`src/cdm_pkg.sv`:
```
/*
  constants, register offsets and operation kinds for the core data memory
  addressing block. assumes one 100 MHz clock and a synchronous reset.
*/
package cdm_pkg;
  // special register offsets
  localparam logic [7:0] STACK_POINTER_ADDR = 8'h81;
  localparam logic [7:0] DATA_POINTER_LOW_ADDR = 8'h82;
  localparam logic [7:0] DATA_POINTER_HIGH_ADDR = 8'h83;
  localparam logic [7:0] PROGRAM_STORE_CONTROL_ADDR = 8'h8f;
  localparam logic [7:0] PROGRAM_STATUS_WORD_ADDR = 8'hd0;
  localparam logic [7:0] ACCUMULATOR_ADDR = 8'he0;
  localparam logic [7:0] MULTIPLY_HELPER_ADDR = 8'hf0;
  // reset values
  localparam logic [7:0] STACK_POINTER_RST = 8'h07;
  localparam logic [7:0] REG_RST = 8'h00;
  // field positions
  localparam int BANK_SELECT_LOW_POS = 3;
  localparam int BANK_SELECT_HIGH_POS = 4;
  localparam int PARITY_POS = 0;
  localparam int STORE_WRITE_ENABLE_POS = 0;
  // data space layout
  localparam logic [7:0] SPECIAL_SPACE_BASE = 8'h80;
  localparam logic [3:0] BIT_AREA_HIGH_NIBBLE = 4'h2;
  // program space
  localparam logic [15:0] PROGRAM_LAST_USABLE = 16'h3dff;
  localparam logic [15:0] PROGRAM_FLASH_LAST = 16'h3fff;
  // opcodes
  localparam logic [7:0] NO_OPERATION_CODE = 8'h00;
  localparam logic [7:0] UNUSED_OPCODE = 8'ha5;

  typedef enum logic [3:0] {
    OP_DIRECT_RD,
    OP_DIRECT_WR,
    OP_INDIRECT_RD,
    OP_INDIRECT_WR,
    OP_REGISTER_RD,
    OP_REGISTER_WR,
    OP_BIT_RD,
    OP_BIT_WR,
    OP_PUSH,
    OP_POP,
    OP_EXTERNAL_WR,
    OP_BRANCH_REL,
    OP_BRANCH_PAGE,
    OP_BRANCH_LONG,
    OP_DECODE
  } cdm_op_e;
endpackage

```
`src/cdm_data_addressing.sv`:
```
/*
  address decode and storage for the core data side: 256 bytes of internal
  ram, banked working registers, bit area, stack pointer, a few special
  registers, branch target arithmetic and external move steering.
  assumes the execution unit issues at most one operation per cycle.
*/
`timescale 1ns/100ps

// Overview of operation
// - relative offset signed, added to next address
// - direct 00-7F ram, 80-FF special registers
// - page target keeps upper bits of next
// - long call/jump loads full 16 bits
// - unused opcode behaves as no operation
// - flash from zero; top reserved, not used
// - store enable steers external writes to program
// - lower 128 bytes direct and indirect
// - above 7F: direct special, indirect upper ram
// - 00-1F four banks of eight registers
// - one bank active, status word bits 3,4
// - indirect pointer only registers 0 and 1
// - 20-2F bytes give 128 addressable bits
// - bit or byte chosen by operation kind
// - push increments pointer, then writes
// - reset loads stack pointer with 07
// - stack wraps within 256 byte ram
// - special bit access only at 0/8 nibbles
module cdm_data_addressing
  import cdm_pkg::*;
(
  input wire logic clk,
  input wire logic srst,
  input wire logic opValid,
  input wire cdm_op_e opKind,
  input wire logic [7:0] opAddr,
  input wire logic [7:0] opData,
  input wire logic [15:0] opNextPc,
  input wire logic [15:0] opTarget,
  output logic [7:0] rdData_r,
  output logic rdValid_r,
  output logic [15:0] pcTarget_r,
  output logic pcLoad_r,
  output logic noOperation_r,
  output logic pgmWrEn_r,
  output logic [15:0] pgmWrAddr_r,
  output logic [7:0] pgmWrData_r,
  output logic pgmReserved_r,
  output logic xdataWrEn_r,
  output logic [15:0] xdataWrAddr_r,
  output logic [7:0] xdataWrData_r,
  output logic [7:0] stackPointer_r
);

  ////////////////////////////////////////////////////////////////////////////
  // storage
  logic [7:0] ramMem [256];
  logic [7:0] dataPointerLow_r;
  logic [7:0] dataPointerHigh_r;
  logic [7:0] programStoreControl_r;
  logic [7:0] programStatusWord_r;
  logic [7:0] accumulator_r;
  logic [7:0] multiplyHelper_r;

  logic [1:0] activeBank;
  logic [7:0] regAddr;
  logic [7:0] ptrAddr;
  logic [7:0] indAddr;
  logic [7:0] bitByteAddr;
  logic [7:0] bitByteVal;
  logic [7:0] bitByteNew;
  logic [7:0] sfrRdVal;
  logic [7:0] stackPointer_nxt;
  logic memWr;
  logic [7:0] memWrAddr;
  logic [7:0] memWrData;
  logic sfrWr;
  logic [7:0] sfrWrAddr;
  logic [7:0] sfrWrData;
  logic [7:0] rdData_nxt;
  logic rdValid_nxt;
  logic bitSfrOk;

  function automatic logic [7:0] sfrRead(input logic [7:0] a);
    logic [7:0] v;
    v = 8'h00;
    unique case (a)
      STACK_POINTER_ADDR: v = stackPointer_r;
      DATA_POINTER_LOW_ADDR: v = dataPointerLow_r;
      DATA_POINTER_HIGH_ADDR: v = dataPointerHigh_r;
      PROGRAM_STORE_CONTROL_ADDR: v = programStoreControl_r;
      PROGRAM_STATUS_WORD_ADDR: v = programStatusWord_r;
      ACCUMULATOR_ADDR: v = accumulator_r;
      MULTIPLY_HELPER_ADDR: v = multiplyHelper_r;
      default: v = 8'h00;
    endcase
    return v;
  endfunction

  ////////////////////////////////////////////////////////////////////////////
  // address decode
  always_comb begin
    activeBank = {programStatusWord_r[BANK_SELECT_HIGH_POS],
                  programStatusWord_r[BANK_SELECT_LOW_POS]};
    regAddr = {3'b000, activeBank, opAddr[2:0]};
    ptrAddr = {3'b000, activeBank, 2'b00, opAddr[0]};
    indAddr = ramMem[ptrAddr];
    // bit area in ram below 80, special register base above
    if (opAddr[7]) begin
      bitByteAddr = {opAddr[7:3], 3'b000};
      bitByteVal = sfrRead(bitByteAddr);
    end else begin
      bitByteAddr = {BIT_AREA_HIGH_NIBBLE, opAddr[6:3]};
      bitByteVal = ramMem[bitByteAddr];
    end
    bitByteNew = bitByteVal;
    bitByteNew[opAddr[2:0]] = opData[0];
    bitSfrOk = (bitByteAddr[3:0] == 4'h0) || (bitByteAddr[3:0] == 4'h8);
    sfrRdVal = sfrRead(opAddr);
  end

  always_comb begin
    memWr = 1'b0;
    memWrAddr = 8'h00;
    memWrData = opData;
    sfrWr = 1'b0;
    sfrWrAddr = opAddr;
    sfrWrData = opData;
    rdData_nxt = 8'h00;
    rdValid_nxt = 1'b0;
    stackPointer_nxt = stackPointer_r;
    if (opValid) begin
      unique case (opKind)
        OP_DIRECT_RD: begin
          rdValid_nxt = 1'b1;
          rdData_nxt = opAddr[7] ? sfrRdVal : ramMem[opAddr];
        end
        OP_DIRECT_WR: begin
          memWr = !opAddr[7];
          memWrAddr = opAddr;
          sfrWr = opAddr[7];
        end
        OP_INDIRECT_RD: begin
          rdValid_nxt = 1'b1;
          rdData_nxt = ramMem[indAddr];
        end
        OP_INDIRECT_WR: begin
          memWr = 1'b1;
          memWrAddr = indAddr;
        end
        OP_REGISTER_RD: begin
          rdValid_nxt = 1'b1;
          rdData_nxt = ramMem[regAddr];
        end
        OP_REGISTER_WR: begin
          memWr = 1'b1;
          memWrAddr = regAddr;
        end
        OP_BIT_RD: begin
          rdValid_nxt = 1'b1;
          rdData_nxt = {7'h00, bitByteVal[opAddr[2:0]]};
        end
        OP_BIT_WR: begin
          memWr = !opAddr[7];
          memWrAddr = bitByteAddr;
          memWrData = bitByteNew;
          sfrWr = opAddr[7] && bitSfrOk;
          sfrWrAddr = bitByteAddr;
          sfrWrData = bitByteNew;
        end
        OP_PUSH: begin
          stackPointer_nxt = stackPointer_r + 8'h01;
          memWr = 1'b1;
          memWrAddr = stackPointer_nxt;
        end
        OP_POP: begin
          rdValid_nxt = 1'b1;
          rdData_nxt = ramMem[stackPointer_r];
          stackPointer_nxt = stackPointer_r - 8'h01;
        end
        default: begin
        end
      endcase
    end
  end

  ////////////////////////////////////////////////////////////////////////////
  // internal ram
  always_ff @(posedge clk) begin
    if (memWr) begin
      ramMem[memWrAddr] <= memWrData;
    end
  end

  ////////////////////////////////////////////////////////////////////////////
  // special registers; unlisted addresses swallow writes
  always_ff @(posedge clk) begin
    if (srst) begin
      stackPointer_r <= STACK_POINTER_RST;
      dataPointerLow_r <= REG_RST;
      dataPointerHigh_r <= REG_RST;
      programStoreControl_r <= REG_RST;
      programStatusWord_r <= REG_RST;
      accumulator_r <= REG_RST;
      multiplyHelper_r <= REG_RST;
    end else begin
      stackPointer_r <= stackPointer_nxt;
      if (sfrWr) begin
        unique case (sfrWrAddr)
          STACK_POINTER_ADDR: stackPointer_r <= sfrWrData;
          DATA_POINTER_LOW_ADDR: dataPointerLow_r <= sfrWrData;
          DATA_POINTER_HIGH_ADDR: dataPointerHigh_r <= sfrWrData;
          PROGRAM_STORE_CONTROL_ADDR: programStoreControl_r <= sfrWrData;
          PROGRAM_STATUS_WORD_ADDR: programStatusWord_r[7:1] <= sfrWrData[7:1];
          ACCUMULATOR_ADDR: accumulator_r <= sfrWrData;
          MULTIPLY_HELPER_ADDR: multiplyHelper_r <= sfrWrData;
          default: begin
          end
        endcase
      end
      // parity of the accumulator, read only
      programStatusWord_r[PARITY_POS] <= ^((sfrWr && sfrWrAddr == ACCUMULATOR_ADDR) ?
                                           sfrWrData : accumulator_r);
    end
  end

  ////////////////////////////////////////////////////////////////////////////
  // read answers
  always_ff @(posedge clk) begin
    if (srst) begin
      rdData_r <= 8'h00;
      rdValid_r <= 1'b0;
    end else begin
      rdData_r <= rdData_nxt;
      rdValid_r <= rdValid_nxt;
    end
  end

  ////////////////////////////////////////////////////////////////////////////
  // branch targets and opcode decode
  always_ff @(posedge clk) begin
    if (srst) begin
      pcTarget_r <= 16'h0000;
      pcLoad_r <= 1'b0;
      noOperation_r <= 1'b0;
    end else begin
      pcLoad_r <= 1'b0;
      noOperation_r <= 1'b0;
      if (opValid) begin
        unique case (opKind)
          OP_BRANCH_REL: begin
            pcTarget_r <= opNextPc + {{8{opTarget[7]}}, opTarget[7:0]};
            pcLoad_r <= 1'b1;
          end
          OP_BRANCH_PAGE: begin
            pcTarget_r <= {opNextPc[15:11], opTarget[10:0]};
            pcLoad_r <= 1'b1;
          end
          OP_BRANCH_LONG: begin
            pcTarget_r <= opTarget;
            pcLoad_r <= 1'b1;
          end
          OP_DECODE: begin
            noOperation_r <= (opAddr == NO_OPERATION_CODE) ||
                             (opAddr == UNUSED_OPCODE);
          end
          default: begin
          end
        endcase
      end
    end
  end

  ////////////////////////////////////////////////////////////////////////////
  // external data move steering
  always_ff @(posedge clk) begin
    if (srst) begin
      pgmWrEn_r <= 1'b0;
      pgmWrAddr_r <= 16'h0000;
      pgmWrData_r <= 8'h00;
      pgmReserved_r <= 1'b0;
      xdataWrEn_r <= 1'b0;
      xdataWrAddr_r <= 16'h0000;
      xdataWrData_r <= 8'h00;
    end else begin
      pgmWrEn_r <= 1'b0;
      pgmReserved_r <= 1'b0;
      xdataWrEn_r <= 1'b0;
      if (opValid && opKind == OP_EXTERNAL_WR) begin
        if (programStoreControl_r[STORE_WRITE_ENABLE_POS]) begin
          // reserved top of flash is never written
          pgmWrEn_r <= (opTarget <= PROGRAM_LAST_USABLE);
          pgmReserved_r <= (opTarget > PROGRAM_LAST_USABLE);
          pgmWrAddr_r <= opTarget;
          pgmWrData_r <= opData;
        end else begin
          xdataWrEn_r <= 1'b1;
          xdataWrAddr_r <= opTarget;
          xdataWrData_r <= opData;
        end
      end
    end
  end
endmodule

```
`config.mk`:
```
export PLATFORM = sky130hd
export DESIGN_NAME = cdm_data_addressing
export DESIGN_NICKNAME = d
export VERILOG_FILES = /design/src/cdm_pkg.sv /design/src/cdm_data_addressing.sv
export SDC_FILE = /design/constraint.sdc
export NUM_CORES = 2
export LEC_CHECK = 0
export BUFFER_PORTS_ARGS = -buffer_cell sky130_fd_sc_hd__buf_2
export CAP_MARGIN = 0
export CORE_ASPECT_RATIO = 0.8
export CORE_MARGIN = 4
export CORE_UTILIZATION = 40
export DETAILED_ROUTE_END_ITERATION = 6
export PLACE_DENSITY = 0.59
export SLEW_MARGIN = 20
export SYNTH_ARGS = -nofsm -noshare
export SYNTH_HDL_FRONTEND = slang
export SYNTH_SLANG_ARGS = --single-unit
```
`constraint.sdc`:
```
create_clock -name clk -period 15 [get_ports clk]
set_input_delay 1.5 -clock clk [delete_from_list [all_inputs] [get_ports clk]]
set_output_delay 1.5 -clock clk [all_outputs]
set_load 0.02 [all_outputs]
```
* Word-level counts from Yosys, hierarchy flattened
Memory sizes are Yosys's and may differ from the RTL's. A register that Yosys moved wholly into a read port is not among the register bits.
Index checks and enable logic that the tools add are counted.
** Storage, ports and cells
- Memories kept :: 1
- Latch bits :: 0
- Register bits :: 134
- Word-level logic and storage cells :: 127
- Input bits :: 55
- Output and inout bits :: 86
- Memory bits (writable) :: 2048
- Bits in read-only memories :: 0
** Memories
- ramMem :: depth 256, width 8, read ports 6, clocked after memory_dff 1, write ports 1, line cdm_data_addressing.sv:56 : logic [7:0] ramMem [256];
** Cells by class
- Divide/modulo/power cells :: 0
- Equality and inequality tests :: 33
- $mul :: 0
- Bitwise logic cells :: 4
- Order comparisons :: 4
- $add $sub $neg :: 3
- Shift-type cells :: 0
- Muxes and demuxes :: 33
- Reduce and logical (&&, ||, !) cells :: 29
** Operators with widths (count)
- 8-bit == test (second input constant) :: 15
- 8-bit 2-to-1 mux :: 13
- 8-bit case mux with 5 select lines :: 2
- 8-bit case mux with 7 select lines :: 1
- 16-bit case mux with 3 select lines :: 1
- 4-bit == test (second input constant) :: 8
- 8-bit case mux with 3 select lines :: 1
- 2-bit AND reduction :: 9
- 16-bit adder :: 1
- 4-bit by 3-bit == test with 1-bit output (second input constant) :: 4
- 16-bit by 14-bit > comparator with 1-bit output (second input constant) :: 1
- 16-bit by 14-bit <= comparator with 1-bit output (second input constant) :: 1
- 8-bit case mux with 2 select lines :: 1
- 5-bit == test (second input constant) :: 3
- 3-bit OR reduction :: 4
- 1-bit 2-to-1 mux :: 9
- 8-bit by 1-bit adder with 8-bit output (second input constant) :: 1
- 8-bit bitwise mux :: 1
- 4-bit by 2-bit == test with 1-bit output (second input constant) :: 2
- 4-bit zero test :: 2
- 8-bit zero test :: 1
- 8-bit parity :: 1
- 8-bit by 1-bit subtractor with 8-bit output (second input constant) :: 1
- 2-bit OR reduction :: 3
- other kinds (12) :: 20

* Logic depth before layout (Yosys ltp)
- Word-level depth :: 10
- Mapped depth :: 15
- Gate-level depth less buffers :: 12

* Worst setup path after synthesis
Ideal clock, no wire load.
- Kind :: input to register
- Start :: input port opAddr[3]
- End :: memory ramMem[0][1], data pin
- Arrival :: 10.937 ns
- Required time :: 13.224 ns
- Path buffers :: 1
- Cell stages on the path :: 7
- Library setup time :: 1.776 ns
- Path slack :: 2.287 ns
- Cell sequence :: buf_4 inv_2 nand3_1 or2_2 a221o_1 or2_2 a31oi_1
** On the way
- Cells in the longest elaborated chain, start to end :: 6
- Elaborated cells between the ends (all ways) :: 9
- Classes of those cells :: eq/ne (3); mux (5); memory (1)
** RTL lines
- start, declared :: line cdm_data_addressing.sv:35 : input wire logic [7:0] opAddr,
- branches (longest 2 deep; another with memory 256 x 8 bit)
- 8-bit 2-to-1 mux (*) :: line cdm_data_addressing.sv:108 : if (opAddr[7]) begin
- 8-bit bitwise mux (*) :: line cdm_data_addressing.sv:116 : bitByteNew[opAddr[2:0]] = opData[0];
- 8-bit 2-to-1 mux (*) :: line cdm_data_addressing.sv:132 : unique case (opKind)
- 8-bit 2-to-1 mux (*) :: line cdm_data_addressing.sv:131 : if (opValid) begin
- via memWrData[1] :: line cdm_data_addressing.sv:75 : logic [7:0] memWrData;
- end, declared :: line cdm_data_addressing.sv:56
Mark *: on every way through the listed nets, which the timed path passes.

* Final worst setup path
- Start :: input port opAddr[0]
- End :: register rdData_r[5]
** On the way
- Cells in the longest elaborated chain, start to end :: 4
- Elaborated cells between the ends (all ways) :: 11
- Classes of those cells :: eq/ne (7); mux (3); memory (1)
** RTL lines
- branches (longest 3 deep; another with memory 256 x 8 bit)
- 8-bit case mux with 5 select lines (*) :: line cdm_data_addressing.sv:132
- end signal, assigned :: line cdm_data_addressing.sv:233 : rdData_r <= rdData_nxt;
- end, declared :: line cdm_data_addressing.sv:39 : output logic [7:0] rdData_r,
Mark *: on every way between the ends.
A chain may end at the register's enable or synchronous reset.

==> key figures <==
Synth
  – Yosys reg bits: 2182
  – Main flop type after synthesis: edfxtp_1
  – Number of synthesized flops with an enable pin: 2048
  – Seq/Total Area, Yosys: 56.5%
  – Syn nets: 8384
  – Yosys warns: 0
  – Avg Inst Size Synth: 13.7 um2
  – Mapped Area: 114000 um2
  – Syn Inst Count: 8311
  – Asr flop ratio synth: 0%
  – Netlist cell types: 76

Placement
  – Routability cong.: 0.959
  – Dpl cells: 11700
  – Hpwl dp: 266 mm
  – IO buf count: 140

Clock tree
  – Worst-skew pair later-pin latency: 0.94 ns
  – CTS max path bufs: 4
  – CTS tree: done
  – Setup repair bufs after CTS: 0
  – Clock sink total: 2182
  – CTS Hold Bufs: 0
  – TritonCTS Buffers: 224
  – CTS resizes: 0
  – Root Buffer: clkbuf_16
  – Reg clk slew, reported paths: 0.06 ns
  – Htree depth: 4

Hold path
  – Hold Path Stages: 2
  – Worst min path class: register to register
  – Worst Hold Launch: pgmWrData_r[5]

Critical path
  – Critical Path End Type: register
  – Worst EP arrival: 7.36 ns
  – Worst setup path startpoint: opAddr[0]
  – Worst Setup Start Kind: input port
  – Worst reg2reg startpoint: programStatusWord_r[4]
  – Register-to-Register Path Depth: 13
  – Worst endpoint required time: 15.81 ns
  – Setup CP Type: input port to register
  – Critical path peak fanout: 50

Floorplan
  – Io pins: 141
  – Die ar.: 293000 um2
  – Chip Width: 604 um
  – Standard-cell row count: 174
  – Die height: 485 um
  – Initial Utilization: 40.3%
  – CORE AREA: 282000 um2

Detailed routing
  – Remaining routing DRC violations: 0
  – DR vias/cell: 6.73
  – Wire per inst: 34.7 um
  – Iteration-0 DRC Markers: 13900
  – Drt first pass iters: 7
  – Detail Route Antenna Nets: 0
  – Final wirelength: 421 mm
  – Vias post-DR: 81500

Timing
  – Hold Fails Final Rpt: 0
  – Setup tns final: 0 ns
  – Clock skew: 0.0613 ns
  – Slew headroom: 12.4%
  – Final period utilization: 43.7%
  – Fmax: 153 MHz
  – Slew Viols, Final: 0
  – Pin slew with the least headroom to its limit: 1.31 ns
  – Unrepaired setup endpoints after global routing: false
  – Final setup viols: 0
  – Min Tclk post-route: 6.55 ns

Layout
  – Most common cell after layout, fill and taps aside: edfxtp_1
  – Most frequent cells in the layout: edfxtp_1 (2048), nand2_1 (1877), mux4_2 (1029)
  – Post-route insts no fill: 12100
  – Register area: 64200 um2
  – Nets@finish: 8215
  – Layout cell share with drive strength beyond 1: 21.2%
  – Area Growth Syn to Fin: 9.91%
  – Area of the multi-input gates: 46500 um2
  – Fill count: 24700

GRT
  – Vias in the first global route: 76300
  – Global route overflow: 0
  – Antenna violations before repair: 33
  – Largest net degree at the start of global routing: 192
  – Tot GR Track Use: 27.9%
  – First-pass GRT wire length: 592 mm

Power and ir drop
  – Static leakage: 40.5 nW
  – Worst vdd ir: 0.0000909 V
  – Pwr/cell area: 108 nW/um2

Run
  – MaxCap Viol Count: 0

Run status
  – Run status: finished clean
## routing by layer
| metal | GRT usage (%) | vias up | wire [um] |
|---|---|---|---|
| li1 | - | 32500 | - |
| met1 | 39.2 | 41700 | 161000 |
| met2 | 38.1 | 6438 | 173000 |
| met3 | 12.6 | 920 | 69800 |
| met4 | 9.47 | 28 | 16400 |
| met5 | 1.08 | - | 389 |
## final timing paths
kind	to	slack [ns]
worst max register to register	rdData_r[6]	8.79
worst min-delay path	pgmWrData_r[5]	0.45
worst min register to register	pgmWrData_r[5]	0.45
worst max-delay path	rdData_r[5]	8.45
## flip-flops by register name, summed over array words and instances (netlist names), 16 cells and up
register,flops
pcTarget_r,16
xdataWrAddr_r,16
ramMem,2048
pgmWrAddr_r,16
## layout make-up
| type | instances | area share [%] |
|---|---|---|
| Clock inverter | 125 | 0.854 |
| Inverter | 25 | 0.0952 |
| Tap cell | 3784 | 3.79 |
| Clock buffer | 277 | 4.77 |
| Antenna cell | 22 | 0.0441 |
| Timing Repair Buffer | 318 | 1.86 |
| Sequential cell | 2182 | 51.4 |
| Multi-Input combinational cell | 5391 | 37.2 |
## cells in the mapped netlist, drive strengths merged, types with 7 or more instances
master  number  area (um2)
o31ai       10        75.1
a311oi      13         114
a32oi      209        1830
mux2        25         282
nand2     1896        7120
nand4      232        1450
a31oi      171        1070
a211oi      34         260
or3          9        56.3
dfxtp      134        2680
nor4         7        43.8
or2          7        43.8
nor2b       22         138
nand2b      12        75.1
nand3      577        2890
a221oi       7        67.6
a21oi       96         480
o21ai       66         330
mux4      1029       23200
clkbuf     329        1230
xnor2       13         114
xor2         8        70.1
buf        384        2000
nor3        31         155
nor2       395        1480
a22oi       43         323
edfxtp    2048       61500
ha          17         213
o22ai        8        50.1
o211ai       9        67.6
nor3b       10        80.1
mux2i      298        2980
and3        44         275
and2        10        62.6
inv         23        86.3
## critical path, cell delays in order
cell	delay [ns]
buf_8	0.41
buf_4	0.75
buf_4	0.81
buf_4	0.65
buf_4	0.62
mux4_2	0.58
mux4_2	0.55
o22ai_1	0.36
nor4_1	0.12
a32oi_1	0.24
a21boi_0	0.16
a2111o_1	0.40
## metrics by stage
step	setup WS (ns)	instance area (um2)	total power [mW]	hold slack, ns	util [%]
finish	8.45	125000	13.5	0.452	44.3
global route	8.03	125000	13.8	0.473	44.3
CTS	8.41	125000	13.5	0.453	44.3
detailed placement	7.47	118000	7.97	0.444	41.8
global placement	7.48	118000	7.96	0.442	41.8
floorplan	2.29	114000	7.56	0.454	-
## report_power, final
part	internal [mW]	leakage [nW]	total, mW	switching (mW)
Combinational	0.374	17.6	1.20	0.826
Sequential	6.68	19.5	6.69	0.00915
Clock	3.11	3.44	5.59	2.48
Total	10.2	40.5	13.5	3.32
## kinds of logic after synthesis
logic type / after synthesis / share of synthesized area [%]
buf+inv: 738 / 2.93
mux: 1352 / 23.3
fa+ha+maj: 18 / 0.205
flops: 2182 / 56.5
compound gates: 728 / 4.60
xor+xnor: 23 / 0.201
simple gates: 3270 / 12.3
Note: power is estimated with default switching activity, not from simulation.
